--- src/rtl/rrh_cfg.svh ---
`ifndef RRH_CFG_SVH
`define RRH_CFG_SVH

// opcode encodings of the group
`define RRH_OP_RET_PLUS      8'hF0
`define RRH_OP_RET_PAR_EVEN  8'hE8
`define RRH_OP_RET_PAR_ODD   8'hE0
`define RRH_OP_INT_UNMASK    8'hFB
`define RRH_OP_INT_MASK      8'hF3
`define RRH_OP_PORT_IN       8'hDB
`define RRH_OP_PORT_OUT      8'hD3
`define RRH_OP_STOP_EXEC     8'h76

// restart: 11 vvv 111, vvv selects the slot
`define RRH_RST_MASK         8'hC7
`define RRH_RST_BASE         8'hC7
`define RRH_RST_SLOT_LSB     3
`define RRH_RST_SLOT_MSB     5

// byte lengths added to the program counter
`define RRH_LEN_ONE          16'h0001
`define RRH_LEN_TWO          16'h0002

// slot used by an accepted external request
`define RRH_IRQ_SLOT         3'h7

// reset values
`define RRH_RST_PC           16'h0000
`define RRH_RST_INT_EN       1'b0

`endif

--- src/rtl/rrh_pkg.sv ---
`default_nettype none

package rrh_pkg;

    typedef enum logic [2:0] {
        RRH_ST_RUN     = 3'b001,
        RRH_ST_PORT_IN = 3'b010,
        RRH_ST_HALT    = 3'b100
    } rrh_state_t;

    typedef struct packed {
        logic        valid;
        logic [7:0]  opcode;
        logic [7:0]  operand;
        logic [15:0] pc_cur;
        logic [7:0]  acc;
        logic        flag_sign;
        logic        flag_parity;
        logic [15:0] stack_top;
        logic [7:0]  port_rdata;
    } rrh_req_t;

    typedef struct packed {
        logic        ready;
        logic        done;
        logic [15:0] pc_next;
        logic        push;
        logic [15:0] push_data;
        logic        pop;
        logic        acc_we;
        logic [7:0]  acc_data;
        logic [7:0]  port_addr;
        logic [7:0]  port_wdata;
        logic        port_rd;
        logic        port_wr;
        logic        int_en;
        logic        halted;
        logic        irq_ack;
    } rrh_rsp_t;

    typedef struct packed {
        rrh_state_t st;
        logic [2:0] irq_sync;
        logic       irq_lvl;
        rrh_rsp_t   rsp;
    } rrh_regs_t;

endpackage : rrh_pkg

`default_nettype wire

--- src/rtl/rrh_core.sv ---
// Notes on behaviour
// - return-if-plus pops into pc when sign is 0, else goes sequential.
// - return-if-parity-even pops into pc when parity is 1, else sequential.
// - return-if-parity-odd pops into pc when parity is 0, else sequential.
// - restart pushes the address of the following instruction, not its own.
// - restart jumps to one of eight 8-byte slots in the lowest 64 bytes.
// - restart is one byte long, unlike the three-byte call.
// - an external request is served by a restart to a fixed slot.
// - one interrupt flip-flop; at 0 external requests force no restart.
// - the unmask instruction sets the flip-flop, flags untouched.
// - the mask instruction clears the flip-flop, flags untouched.
// - port input loads the selected port byte into the accumulator.
// - port output drives the accumulator to the selected port.
// - halt adds one to pc, then stops; flags untouched.
// - returns never modify any condition flag.
`timescale 1ns/1ps
`include "rrh_cfg.svh"
`default_nettype none

module rrh_core
    import rrh_pkg::*;
(
    input  wire logic     mclk,
    input  wire logic     rst_n,
    input  wire rrh_req_t req,
    input  wire logic     irq_pin,
    output rrh_rsp_t      rsp
);

    rrh_regs_t   q;
    rrh_regs_t   d;
    logic        take_irq;
    logic        dec_ok;
    logic [15:0] pc_inc1;
    logic [15:0] pc_inc2;
    logic [15:0] irq_vec;
    logic        is_rst;

    assign pc_inc1  = req.pc_cur + `RRH_LEN_ONE;
    assign pc_inc2  = req.pc_cur + `RRH_LEN_TWO;
    assign irq_vec  = {10'h000, `RRH_IRQ_SLOT, 3'h0};
    assign is_rst   = (req.opcode & `RRH_RST_MASK) == `RRH_RST_BASE;
    assign take_irq = q.rsp.int_en & q.irq_lvl;
    assign dec_ok   = req.valid && (q.st == RRH_ST_RUN) && !take_irq;

    always_comb begin
        d             = q;
        d.rsp.done    = 1'b0;
        d.rsp.push    = 1'b0;
        d.rsp.pop     = 1'b0;
        d.rsp.acc_we  = 1'b0;
        d.rsp.port_rd = 1'b0;
        d.rsp.port_wr = 1'b0;
        d.rsp.irq_ack = 1'b0;
        // three stages; a change counts once the last two agree
        d.irq_sync    = {q.irq_sync[1:0], irq_pin};
        if (q.irq_sync[1] == q.irq_sync[2]) begin
            d.irq_lvl = q.irq_sync[2];
        end
        unique case (q.st)
            RRH_ST_RUN: begin
                if (req.valid && take_irq) begin
                    // forced restart; the presented instruction is re-fetched later
                    d.rsp.push      = 1'b1;
                    d.rsp.push_data = req.pc_cur;
                    d.rsp.pc_next   = irq_vec;
                    d.rsp.irq_ack   = 1'b1;
                    d.rsp.done      = 1'b1;
                    d.rsp.int_en    = 1'b0;
                end else if (req.valid) begin
                    d.rsp.done    = 1'b1;
                    d.rsp.pc_next = pc_inc1;
                    if (req.opcode == `RRH_OP_RET_PLUS) begin
                        if (!req.flag_sign) begin
                            d.rsp.pop     = 1'b1;
                            d.rsp.pc_next = req.stack_top;
                        end
                    end else if (req.opcode == `RRH_OP_RET_PAR_EVEN) begin
                        if (req.flag_parity) begin
                            d.rsp.pop     = 1'b1;
                            d.rsp.pc_next = req.stack_top;
                        end
                    end else if (req.opcode == `RRH_OP_RET_PAR_ODD) begin
                        if (!req.flag_parity) begin
                            d.rsp.pop     = 1'b1;
                            d.rsp.pc_next = req.stack_top;
                        end
                    end else if (is_rst) begin
                        d.rsp.push      = 1'b1;
                        d.rsp.push_data = pc_inc1;
                        d.rsp.pc_next   = {10'h000, req.opcode[`RRH_RST_SLOT_MSB:`RRH_RST_SLOT_LSB], 3'h0};
                    end else if (req.opcode == `RRH_OP_INT_UNMASK) begin
                        d.rsp.int_en = 1'b1;
                    end else if (req.opcode == `RRH_OP_INT_MASK) begin
                        d.rsp.int_en = 1'b0;
                    end else if (req.opcode == `RRH_OP_PORT_IN) begin
                        d.rsp.done      = 1'b0;
                        d.rsp.port_rd   = 1'b1;
                        d.rsp.port_addr = req.operand;
                        d.rsp.pc_next   = pc_inc2;
                        d.st            = RRH_ST_PORT_IN;
                    end else if (req.opcode == `RRH_OP_PORT_OUT) begin
                        d.rsp.port_wr    = 1'b1;
                        d.rsp.port_addr  = req.operand;
                        d.rsp.port_wdata = req.acc;
                        d.rsp.pc_next    = pc_inc2;
                    end else if (req.opcode == `RRH_OP_STOP_EXEC) begin
                        d.rsp.halted = 1'b1;
                        d.st         = RRH_ST_HALT;
                    end
                end
            end
            RRH_ST_PORT_IN: begin
                d.rsp.acc_we   = 1'b1;
                d.rsp.acc_data = req.port_rdata;
                d.rsp.done     = 1'b1;
                d.st           = RRH_ST_RUN;
            end
            RRH_ST_HALT: begin
                // only an accepted request leaves halt; pc_next already points past it
                if (take_irq) begin
                    d.rsp.push      = 1'b1;
                    d.rsp.push_data = q.rsp.pc_next;
                    d.rsp.pc_next   = irq_vec;
                    d.rsp.irq_ack   = 1'b1;
                    d.rsp.done      = 1'b1;
                    d.rsp.int_en    = 1'b0;
                    d.rsp.halted    = 1'b0;
                    d.st            = RRH_ST_RUN;
                end
            end
        endcase
        d.rsp.ready = (d.st == RRH_ST_RUN);
    end

    always_ff @(posedge mclk or negedge rst_n) begin
        if (!rst_n) begin
            q             <= '0;
            q.st          <= RRH_ST_RUN;
            q.rsp.ready   <= 1'b1;
            q.rsp.pc_next <= `RRH_RST_PC;
            q.rsp.int_en  <= `RRH_RST_INT_EN;
        end else begin
            q <= d;
        end
    end

    assign rsp = q.rsp;
endmodule : rrh_core

`default_nettype wire

--- config.mk ---
export PLATFORM = sky130hd
export DESIGN_NAME = rrh_core
export DESIGN_NICKNAME = d
export VERILOG_FILES = /design/src/rtl/rrh_pkg.sv /design/src/rtl/rrh_core.sv
export VERILOG_INCLUDE_DIRS = /design/src /design/src/rtl
export SDC_FILE = /design/constraint.sdc
export NUM_CORES = 1
export LEC_CHECK = 0
export CAP_MARGIN = 40
export CORE_UTILIZATION = 45
export CTS_BUF_LIST = sky130_fd_sc_hd__clkbuf_4 sky130_fd_sc_hd__clkbuf_8
export DETAILED_ROUTE_END_ITERATION = 8
export DONT_BUFFER_PORTS = 1
export GPL_ROUTABILITY_DRIVEN = 0
export SYNTH_ARGS = -nofsm -noshare
export SYNTH_HDL_FRONTEND = slang
export SYNTH_SLANG_ARGS = --single-unit
--- constraint.sdc ---
create_clock -name mclk -period 2.8 [get_ports mclk]
set_clock_uncertainty 0.15 [all_clocks]
set_input_delay 0.28 -clock mclk [delete_from_list [all_inputs] [get_ports mclk]]
set_output_delay 0.28 -clock mclk [all_outputs]
set_load 0.02 [all_outputs]
==> results.md, run 1 <==
- The tree is rooted in a sky130_fd_sc_hd__clkbuf_8.
- The number of nets in the synthesized netlist is approximately 630.
- The layout has ~1000 filler cells.
- The cell type group with the largest total delay on the critical path is simple AND/OR/NAND/NOR gates.
- The register bit total from synthesis is 73.
- The count of flip-flops with a built-in enable after synthesis is 0.
- Setup violations remaining at the end of the flow were counted as 0.
- The core region is 10980 sq um.
- The Yosys step of the flow raised 0 warnings.
- The top flip-flop cell by instance count after synthesis is sky130_fd_sc_hd__dfrtp_1.
- The detailed-placement wirelength estimate is around 10000 um.
- The total of hold buffers inserted after clock tree synthesis is 47.
- The worst slew slack as a fraction of its limit is between 40% and 50%.
- Dividing total power by cell area gives a power density of a little over 600 nW/um^2.
- The number of different library cells used by synthesis comes to 77.
- Of all cell types, the one taking the most synthesized area is sky130_fd_sc_hd__dfrtp_1.
- The die covers about 12000 sq um.
- STA puts the critical path data required time at 2900 ps.
- In this run the count of I/O pins placed on the die edge is ~140.
- The endpoint type of the worst setup path is a flop.
- The net count of the finished layout is about 600.
- The layout-stage area growth over the synthesis result is 5.773%.
- The share of the clock period used by the worst path is between 90% and 100%.
- The multi-input combinational cell area is between 2000 and 3000 sq um.
- The initial antenna violation count was 0.
- The remaining number of nets flagged by the antenna check after routing is 0.
- The critical path launch point type is a flop.
- Summing internal, switching and leakage power gives approximately 0.0033 W.
- After technology mapping, the gate count stands at about 560.
- Traced cell by cell, the critical path runs through and4bb_2 -> and2_1 -> nand2_2 -> nor2_8 -> mux2_2.
- The library cell used most frequently in the layout, excluding fill and tap cells, is sky130_fd_sc_hd__dfrtp_1.
- For this run the aggregate overflow at the end of global routing stands at 0.
- The actual transition at the worst max-transition pin is between 700 and 800 ps.
- The category of the most critical setup path is reg -> reg.
- The initial utilization of the core area, before any placement, comes to about 47%.
- For this block, the routed nets add up to between 15000 and 20000 um of wire.
- The DRC violation count after routing is 0.
- The peak clock frequency supported by timing is slightly below 400 MHz.
- The final-layout setup total negative slack is 0 ps.
- Cells with a size suffix above 1 make up between 10% and 20% of the layout.
- The critical path's largest stage delay is 620 ps.
- Across the run, the number of max-cap violations was 0.
- The part of the Yosys area used for sequential elements is roughly 36%.
- The final critical path time including I/O delays and setup is 2546 ps.
- The count of pins over their slew limit is 0.
- Clock tree synthesis inserted a total of 9 buffers.
- The run finished with clean final reports.
- After detailed routing, the number of vias per cell comes to approximately 6.4.
- The latest clock arrival within the worst-skew pair is 360 ps.
- The maximum number of pins on one net before global-route repair is between 70 and 80.
- For this design, the sink count on the clock tree is 73.
- Counting flops with an async set or reset pin after synthesis yields a share of between 90% and 100%.
- The clock-pin slew on the worst setup and hold paths is approximately 80 ps.
- The detail-routed net length per standard cell is between 20 and 25 um.
- Across all hold checks on the routed design, the worst slack comes to 25.28 ps.
- The first global-routing pass estimated ~23000 um of wire.
- The number of global-route vias before repair came to just over 4000.
- Sorting the synthesized cells by area gives the leading types as sky130_fd_sc_hd__dfrtp_1, sky130_fd_sc_hd__buf_4, sky130_fd_sc_hd__mux2_2.
- The data arrival time of the critical path is around 2600 ps.
- Setup repair after global routing left no endpoint under its margin.
- In this run the biggest area consumer among cell types represents between 30% and 40% of the synthesized area.
- The number of cells in the design after placement is 614.
- The filler-free cell count of the finished design is ~680.
- From bottom edge to top edge, the die measures 108.8 um.
- The leakage power is roughly 2.3 nW.
- Once layout is done, the placed cells without fillers occupy approximately 5400 sq um.
- The number of H-tree branching levels is 3.
- The number of buffers on the longest clock path is 2.
- The maximum fanout count along the critical path is 13.
- The sequential cell area is approximately 1800 sq um.
- The CTS tree is yes.
- The worst-case IR drop observed on VDD is 341.7 uV.
- The die extent in x is roughly 110 um.
- The combined area of all synthesized cells is about 5100 sq um.
- Once placement finished, the instance area stood at 4735 sq um.
- The number of buffers and inverters on the critical path is 0.
- The total number of vias is approximately 4300.
- The repair_antennas step left the layout with diodes totalling 0.
- The total count of hold-check failures in the final report is 0.
- The number of detailed-route iterations in the first pass is 6.
- During placement, the flow inserted port buffers numbering 0.
- The top cell types in the final layout, fill and taps aside, are sky130_fd_sc_hd__dfrtp_1, sky130_fd_sc_hd__nand2_1, sky130_fd_sc_hd__dlygate4sd3_1.
- In the global route stage, overall resource usage came out at between 20% and 30%.
- The average instance in the mapped netlist occupies roughly 9.2 sq um.
- The class of the tightest hold or removal check is in -> reg.
- The post-CTS setup repair buffer count is 0.
- The detailed router's first-iteration violation count is 600.
- The cell at the slowest stage of the critical path is sky130_fd_sc_hd__dfstp_2.
- Once the clock tree was built, the resizer swapped 0 gates to a different size.
- The floorplan has 38 rows.
[Yosys cell counts (all sizes together), types with 4 or more instances]
cell,count
inv,9
a22o,4
a221oi,7
buf,82
o211ai,5
nor3,16
o221ai,8
a2111oi,5
a21oi,20
a222oi,12
mux2,27
clkbuf,18
nand2,53
a211oi,11
nor2,40
o22ai,8
dfrtp,71
nand2b,7
xor2,11
and3,4
nand3,8
a22oi,5
xnor2,17
nor4,5
o21ai,42
nand4,8
[state kept, by name (all words and copies together), names as in the netlist]
name / cells
q: 5
d: 2
rsp: 66
[layer usage]
layer | part of all wire [%] | GRT usage [%] | wire [um]
met5 | 0 | 0 | 0
met4 | 2.5 | 11.20 | 385
met3 | 11 | 9.085 | 1737
met2 | 45 | 40.05 | 6869
met1 | 41 | 33.97 | 6220
[layout make-up]
class	instances	share of cell area, %
Clock buffer	12	2.925
Timing Repair Buffer	64	11.33
Clock inverter	4	0.9443
Multi-Input combinational cell	375	47.28
Sequential cell	73	33.67
Tap cell	140	3.224
Inverter	9	0.6218
[cell families after synthesis]
| family | synth area share (%) |
|---|---|
| multiplexers | 6.309 |
| AND/OR/NAND/NOR | 17.34 |
| AO/OA/AOI/OAI | 20.80 |
| XOR/XNOR | 4.775 |
| flip-flops | 35.62 |
| buffers and inverters | 14.47 |
| adder cells (fa/ha/maj) | 0.6820 |
[stage by stage]
step,util [%],worst slack (ps)
CTS,49.46,257.1
floorplan,-,763.9
finish,49.46,253.5
global placement,43.11,334.2
detailed placement,43.11,264.7
global route,49.46,146.4
[final timing paths]
| kind | end | from | slack (ps) | cells after the start |
|---|---|---|---|---|
| max in group asynchronous | q[70] | rst_n | 1830 | 2 |
| max | rsp[10] | q[70] | 250 | 5 |
| min in group asynchronous | rsp[50] | rst_n | 340 | 2 |
| min reg2reg | d[69] | d[68] | 200 | 0 |
| max reg2reg | rsp[10] | q[70] | 250 | 5 |
| min | rsp[30] | req[25] | 30 | 3 |
[where the power goes]
group          internal [W]  leakage (nW)  total (W)  switching [W]
logic              0.000338          1.22   0.000679       0.000341
clock network      0.000471         0.106   0.000889       0.000418
registers           0.00128         0.957    0.00177       0.000490
[tightest hold or removal path, stage by stage]
cell and delay [ps]:
sky130_fd_sc_hd__o22ai_1 60, sky130_fd_sc_hd__a21oi_1 110, sky130_fd_sc_hd__nor2_1 50
Power figures use the tool's default switching activity.
==> run 2, diff against run 1 <==
- ABC_AREA: not set -> 1
==> run 2 against run 1 <==
- sequential share of layout area decreased by 1.9 points
- hold slack better by 2.0 ps
- highest routed layer unchanged
- sequential cell count is the same
- global-route usage rose by 0.15 points
- clock power grew 8.3%
- largest power group unchanged
- fmax is 14% higher
- sequential power is 2% higher
- count of clock-buffer cells in the layout decreased by 2
- via count increased by 19%
- register-to-register slack improved by 310 ps
- synthesized area is 7.1% higher
==> results.md, run 2 <==
- The clock buffer count from CTS is 9.
- The sequential cell area is approximately 1800 sq um.
- Hold is met by ~27 ps.
- In this design, the stage delay of the slowest critical-path cell is approximately 420 ps.
- The power density of the placed cells is 597.9 nW/um^2.
- The endpoint of the most critical register-to-register path is rsp[45].
- The largest total area in the synthesized netlist belongs to sky130_fd_sc_hd__dfrtp_1.
- The layout-stage area growth over the synthesis result is 4.731%.
- The fraction of registers with async set/reset is between 90% and 100%.
- The master cell of the clock root buffer is sky130_fd_sc_hd__clkbuf_8.
- The register bit total from synthesis is 73.
- The maximum resistive drop on vdd is between 200 and 250 uV.
- The detail route stage leaves a number of antenna-violating nets equal to 0.
- The layout has ~1200 filler cells.
- Walking the worst path, the cells encountered are nor3_1 -> nand2_1 -> inv_2 -> nor2_2 -> o21ai_2 -> o221ai_1.
- The count of input and output buffers is 0.
- Global routing finished with a remaining overflow of 0.
- The tightest min-delay check is of the in -> reg type.
- The flow ran to the end, and the final reports show no timing, DRC or antenna violations.
- The max-capacitance violation count is 0.
- The initial utilization of the core area, before any placement, comes to between 40% and 50%.
- The filler-free cell count of the finished design is about 930.
- The commonest cells after synthesis are sky130_fd_sc_hd__nand2_1, sky130_fd_sc_hd__inv_1, sky130_fd_sc_hd__dfrtp_1.
- The number of vias per cell after detailed routing is about 5.5.
- Setup violations remaining at the end of the flow were counted as 0.
- The number of placement rows is 40.
- The synthesized area per cell is roughly 7 sq um.
- The cell type group with the largest total delay on the critical path is simple AND/OR/NAND/NOR gates.
- The initial antenna violation count is 0.
- Setup repair after global routing left no endpoint under its margin.
- The total count of hold-check failures in the final report is 0.
- The floorplan step defined a die boundary enclosing between 10000 and 15000 sq um.
- The number of global-route vias before repair is 4818.
- TritonCTS built the clock tree.
- Counting cells, the worst reg-to-reg path comes to 6.
- The post-CTS setup repair buffer count is 0.
- The share of the clock period used by the worst path is 79.85%.
- The final-layout setup total negative slack is 0 ps.
- At the pin with the least slew margin, the transition time is between 700 and 800 ps.
- The latest clock arrival within the worst-skew pair is approximately 370 ps.
- The combined area of all synthesized cells is between 5000 and 6000 sq um.
- The detailed router's first-iteration violation count is 467.
- The multi-input combinational cells in the finished layout cover a total of approximately 2700 sq um.
- For this design, the slowest cell found on the critical path is sky130_fd_sc_hd__dfrtp_1.
- Of the post-synthesis cell area, the dominant cell type holds about a third.
- Along the worst path, the maximum fanout reaches 18.
- Measured against its own limit, the worst slew margin works out to 48.68%.
- The count of flip-flops with a built-in enable after synthesis is 0.
- Global routing consumed, over all layers together, about a quarter of the routing resources.
- The wire length of the first global-routing pass is ~26000 um.
- The peak clock frequency supported by timing is between 400 and 500 MHz.
- The fraction of the core area covered by cells at the end of the flow is approximately 48%.
- The area of the core is ~12000 sq um.
- The first detailed-routing pass took 6 iterations.
- The maximum number of pins on one net before global-route repair is 74.
- After the last flow step, the layout net total stands at 851.
- The most frequent standard cell in the layout excluding fill and tap cells is sky130_fd_sc_hd__nand2_1.
- The repair_antennas step left the layout with diodes totalling 0.
- The total number of vias is roughly 5100.
- The number of cells in the design after placement is 877.
- The part of the Yosys area used for sequential elements is around a third.
- In this run the critical register-to-register path is launched from q[71].
- The number of buffers on the longest clock path is 2.
- The endpoint type of the worst setup path is a flop.
- The DRC violation count after routing is 0.
- The fraction of final layout cells with drive strength greater than 1 is between 10% and 20%.
- The final critical path time including I/O delays and setup is about 2200 ps.
- Counting every instance in the synthesized netlist gives between 800 and 900.
- The register with the most flip-flops in the final layout is rsp.
- The analysis attributes to cell leakage a power of between 2 and 3 nW.
- The final routed wirelength across all metal layers is between 15000 and 20000 um.
- The number of clock sinks is 73.
- The count of pins over their slew limit was 0.
- The I/O pin total is roughly 140.
- After detailed routing, the average wire length per cell comes to about 18 um.
- The library cells used most frequently in the layout, excluding fill and tap cells, are sky130_fd_sc_hd__nand2_1, sky130_fd_sc_hd__inv_1, sky130_fd_sc_hd__dfrtp_1.
- For this run, the leading register cell type out of synthesis is sky130_fd_sc_hd__dfrtp_1.
- The critical path is of the reg -> reg type.
- The number of gates given a new drive strength after cts is 0.
- Sorting the synthesized cells by area gives the leading types as sky130_fd_sc_hd__dfrtp_1, sky130_fd_sc_hd__nand2_1, sky130_fd_sc_hd__buf_4.
- The buffer and inverter count on the worst path is 1.
- The register with the most flip-flops in the layout has 66 of them.
- The launching element of the worst setup path is q[71].
- In this run the number of cells on the critical path is 6.
- The worst reg-to-reg setup slack is between 500 and 600 ps.
- The clock-pin slew on the worst setup and hold paths is approximately 80 ps.
- Along the worst hold path, the cell count comes to 4.
- The most common cell in the synthesized netlist is sky130_fd_sc_hd__nand2_1.
- The worst setup path is launched from a flop.
- After synthesis, the netlist uses between 40 and 50 different library cells.
- The die extent in x is 112.6 um.
- In this run the worst setup path terminates at rsp[45].
- The number of nets handed over by synthesis was between 800 and 900.
- The data arrival time of the critical path is roughly 2300 ps.
- The height of the die is ~110 um.
- In this run the number of H-tree levels came out at 3.
- The detailed-placement wirelength estimate is 12070 um.
- The number of warning messages in the yosys log is 0.
- Data on the critical path is required at its endpoint by around 2800 ps.
==> run 2: per-layer routing <==
metal	track usage [%]	wire, um	up-vias
met5	0	0	-
met4	10.49	408	0
met3	7.451	1818	33
met2	39.59	7018	284
met1	36.22	7175	2362
li1	-	-	2456
==> run 2: worst register-to-register path: cells and delay by family, from the launching register on <==
| kind | cells | cell delay, ps |
|---|---|---|
| AND/OR/NAND/NOR | 3 | 650 |
| flip-flops | 1 | 420 |
| AO/OA/AOI/OAI | 2 | 550 |
| buffers and inverters | 1 | 320 |
==> run 2: layout make-up <==
class / instances / area share, %
inverters: 105 / 6.842
well taps: 147 / 3.193
clock buffers: 10 / 2.389
repair buffers: 43 / 7.559
clock inverters: 6 / 1.564
flip-flops and latches: 73 / 31.75
multi-input cells: 547 / 46.70
==> run 2: kinds of logic (layout without fill, tap and decap cells) <==
family                   after synthesis  in the layout  synth area share, %
AO/OA/AOI/OAI                        126            126                13.53
XOR/XNOR                               9              9                1.433
adder cells (fa/ha/maj)                3              3               0.6369
buffers and inverters                188            164                17.83
flip-flops                            73             73                33.26
multiplexers                          10             10                2.047
AND/OR/NAND/NOR                      399            399                31.26
==> run 2: through the flow <==
step	setup WS [ps]	total power, W	instance area (sq um)
2_1_floorplan	1069	0.002509	5500
3_3_place_gp	680.5	0.002407	5135
3_5_place_dp	543.2	0.002420	5135
4_1_cts	538.4	0.003457	5761
5_1_grt	378.9	0.003646	5761
6_report	564.1	0.003444	5761
==> run 2: how the worst min path moves through the flow <==
stage | startpoint | to | slack (ps)
2_1_floorplan | rst_n | d[68] | -170
3_5_place_dp | rst_n | rsp[17] | -160
6_report | req[21] | rsp[61] | 30
3_3_place_gp | rst_n | rsp[29] | -160
4_1_cts | req[21] | rsp[61] | 20
5_1_grt | req[14] | rsp[54] | 40
==> run 2: what timing repair did <==
item                                    4_1_cts  5_1_grt
hold buffers                                 38        0
endpoints found under the hold margin       110        0
endpoints found under the setup margin        0        0
==> run 2: power breakdown <==
part	internal, W	total (W)	switching, W
Clock	0.000529	0.000963	0.000434
Combinational	0.000261	0.000669	0.000408
Sequential	0.00130	0.00181	0.000516
==> run 3, diff against run 2 <==
- clock period: 2.8 -> 1.85 ns (I/O delays scaled with it)
==> run 3 against run 2 <==
- the flow now finishes with violations (negative hold slack)
- largest cell class unchanged
- via count rose by 3.8%
- cell count rose by 5.5%
- die area did not move
- cell area rose by 7.9%
- global-route usage rose by 1.6 points
- power rose by 53%
- utilization rose by 3.8 points
- register-to-register slack got worse by 500 ps
- hold slack got worse by 680 ps
- clock power rose by 42%
- largest power group unchanged
- highest routed layer unchanged
- combinational power rose by 72%
- routed wire length rose by 5.7%
==> results.md, run 3 (synthesized netlist as in run 2, its figures left out) <==
- The flow ran to the end, but the final reports show violations.
- The checks that failed: negative hold slack.
- The worst setup path is launched from an input pin.
- For this design, the sink count on the clock tree is between 70 and 80.
- On the final layout, the worst hold slack is -648.1 ps.
- The worst slew slack as a fraction of its limit is a little under three fifths.
- The data arrival time of the critical path is 1930 ps.
- The most frequent standard cell in the layout excluding fill and tap cells is sky130_fd_sc_hd__nand2_1.
- The path class of the tightest hold or removal check is in -> async.
- The worst path in the final design needs a cycle of approximately 1800 ps, including I/O delays and setup.
- Measured along the x axis, the die boundary spans 112.6 um.
- The register with the highest flop count is rsp.
- The power after layout is 0.005259 W.
- The area of the core is about 12000 sq um.
- The maximum resistive drop on vdd is 267.6 uV.
- Wires add up to between 15000 and 20000 um.
- The initial utilization of the core area, before any placement, comes to between 40% and 50%.
- The number of antenna diodes in the final layout is 0.
- In this run the number of H-tree levels came out at 3.
- The total count of hold-check failures in the final report came to 73.
- The layout-stage area growth over the synthesis result is 13.03%.
- In this run the register-to-register setup slack is around 60 ps.
- The initial antenna violation count came to 0.
- The register with the most flip-flops in the layout has 66 of them.
- The clock buffer count from CTS is 9.
- Across all layers, the routed design uses around 5300 vias.
- Setup repair after global routing could not meet its margin everywhere.
- The remaining number of nets flagged by the antenna check after routing is 0.
- The power density of the placed cells is about 850 nW/um^2.
- The count of input and output buffers is 0.
- The peak clock frequency supported by timing is about 550 MHz.
- The number of global-route vias before repair is 5205.
- The I/O pin total is 136.
- The final layout contains around 900 nets.
- Cells fill 51.98% of the core in the end.
- The number of placement rows is 40.
- The first routing iteration left 568 violations.
- The worst register-to-register path ends at rsp[50].
- Summed over all cells, the static leakage comes to ~3.2 nW.
- The CTS tree is yes.
- The first detailed-routing pass ran for 6 iterations.
- The height of the die is ~110 um.
- Setup violations remaining at the end of the flow were counted as 0.
- The overall track demand over capacity in global routing is between 20% and 30%.
- Entering global routing, the biggest net connects 74 pins.
- The share of the clock period used by the worst path is between 90% and 100%.
- The clock-pin slew on the worst setup and hold paths is about 90 ps.
- The critical path data required time is around 2000 ps.
- After detailed routing, the average wire length per cell comes to 17.67 um.
- The number of cells on the worst reg-to-reg path is 7.
- The root buffer cell chosen for the clock tree is sky130_fd_sc_hd__clkbuf_8.
- The maximum fanout count along the critical path is 8.
- The number of buffers on the longest clock path is 2.
- The count of pins over their slew limit is 0.
- The post-route netlist has 15.45% of its cells at a drive strength greater than 1.
- The placement-stage worst setup slack is 0.6800 ps.
- The library cells used most frequently in the layout, excluding fill and tap cells, are sky130_fd_sc_hd__nand2_1, sky130_fd_sc_hd__inv_1, sky130_fd_sc_hd__dfrtp_1.
- The worst register-to-register path begins at q[70].
- The latest clock arrival within the worst-skew pair is ~370 ps.
- After detailed routing, the number of vias per cell comes to ~5.4.
- The actual transition at the worst max-transition pin is between 600 and 700 ps.
- The die covers 12670 sq um.
- The post-layout worst setup margin is between 15 and 20 ps.
- The remaining global-route overflow is 0.
- The endpoint type of the worst setup path is a flop.
- The wire length of the first global-routing pass is 27270 um.
- The tool flagged a number of max-cap violations equal to 0.
- The critical path in this run is classified as in -> reg.
- Hold repair after CTS inserted between 40 and 50 buffers.
- The DRC violation count after routing is 0.
- The final-layout setup total negative slack is 0 ps.
- After legalization and detailed placement, the total HPWL measured approximately 13000 um.
run 3: cell types whose count changed in the layout (fill, tap and decap cells not counted), moves of 2 or more:
cell | before | now
sky130_fd_sc_hd__nor2_4 | 5 | 7
sky130_fd_sc_hd__nand3_4 | 0 | 2
sky130_fd_sc_hd__dlygate4sd3_1 | 37 | 49
sky130_fd_sc_hd__nor2_1 | 67 | 65
sky130_fd_sc_hd__buf_12 | 0 | 2
sky130_fd_sc_hd__buf_4 | 5 | 42
run 3: worst max-delay path by stage:
stage,startpoint,endpoint,slack [ps],cells after the start
2_1_floorplan,q[70],rsp[55],120,8
3_3_place_gp,q[70],rsp[50],30,7
3_5_place_dp,q[70],rsp[12],0.7,5
4_1_cts,q[70],rsp[50],-20,7
5_1_grt,q[70],rsp[50],-30,7
6_report,req[66],rsp[11],20,8
run 3: per-layer routing:
layer | GRT usage [%] | wire (um) | up-vias
li1 | - | - | 2556
met1 | 37.63 | 7353 | 2433
met2 | 43.62 | 7611 | 308
met3 | 8.153 | 2013 | 35
met4 | 9.156 | 370 | 0
met5 | 0 | 0 | -
run 3: through the flow:
step / hold WS (ps) / area (sq um) / std cells
after floorplan: -260.6 / 5500 / 808
after global placement: -258.6 / 5453 / 916
after detailed placement: -258.7 / 5453 / 916
after CTS: -662.0 / 6162 / 981
after global routing: -669.6 / 6217 / 982
final: -648.1 / 6217 / 982
run 3: worst max-delay path: stages:
cell                            delay (ps)
sky130_fd_sc_hd__dlygate4sd3_1         600
sky130_fd_sc_hd__inv_2                 130
sky130_fd_sc_hd__nor2_4                 50
sky130_fd_sc_hd__buf_4                 140
sky130_fd_sc_hd__nor2_1                180
sky130_fd_sc_hd__nand3_2               150
sky130_fd_sc_hd__buf_4                 210
sky130_fd_sc_hd__mux2_2                270
run 3: area by class of cell:
cell class | count | area [sq um]
Inverter | 105 | 397.9
Clock buffer | 12 | 158.9
Clock inverter | 4 | 51.30
Sequential cell | 73 | 1829
Multi-Input combinational cell | 547 | 2739
Fill cell | 1155 | 5744
Timing Repair Buffer | 94 | 857.1
Tap cell | 147 | 183.9
run 3: what timing repair did:
action / 4_1_cts / 5_1_grt
pin swaps: 0 / 1
endpoints found under the hold margin: 124 / 73
resized for setup: 2 / 10
buffers inserted: 0 / 1
setup endpoints to repair: 10 / 34
run 3: power by group:
group / internal (W) / switching (W)
combinational: 0.000494 / 0.000653
clock: 0.000713 / 0.000656
sequential: 0.00196 / 0.000782
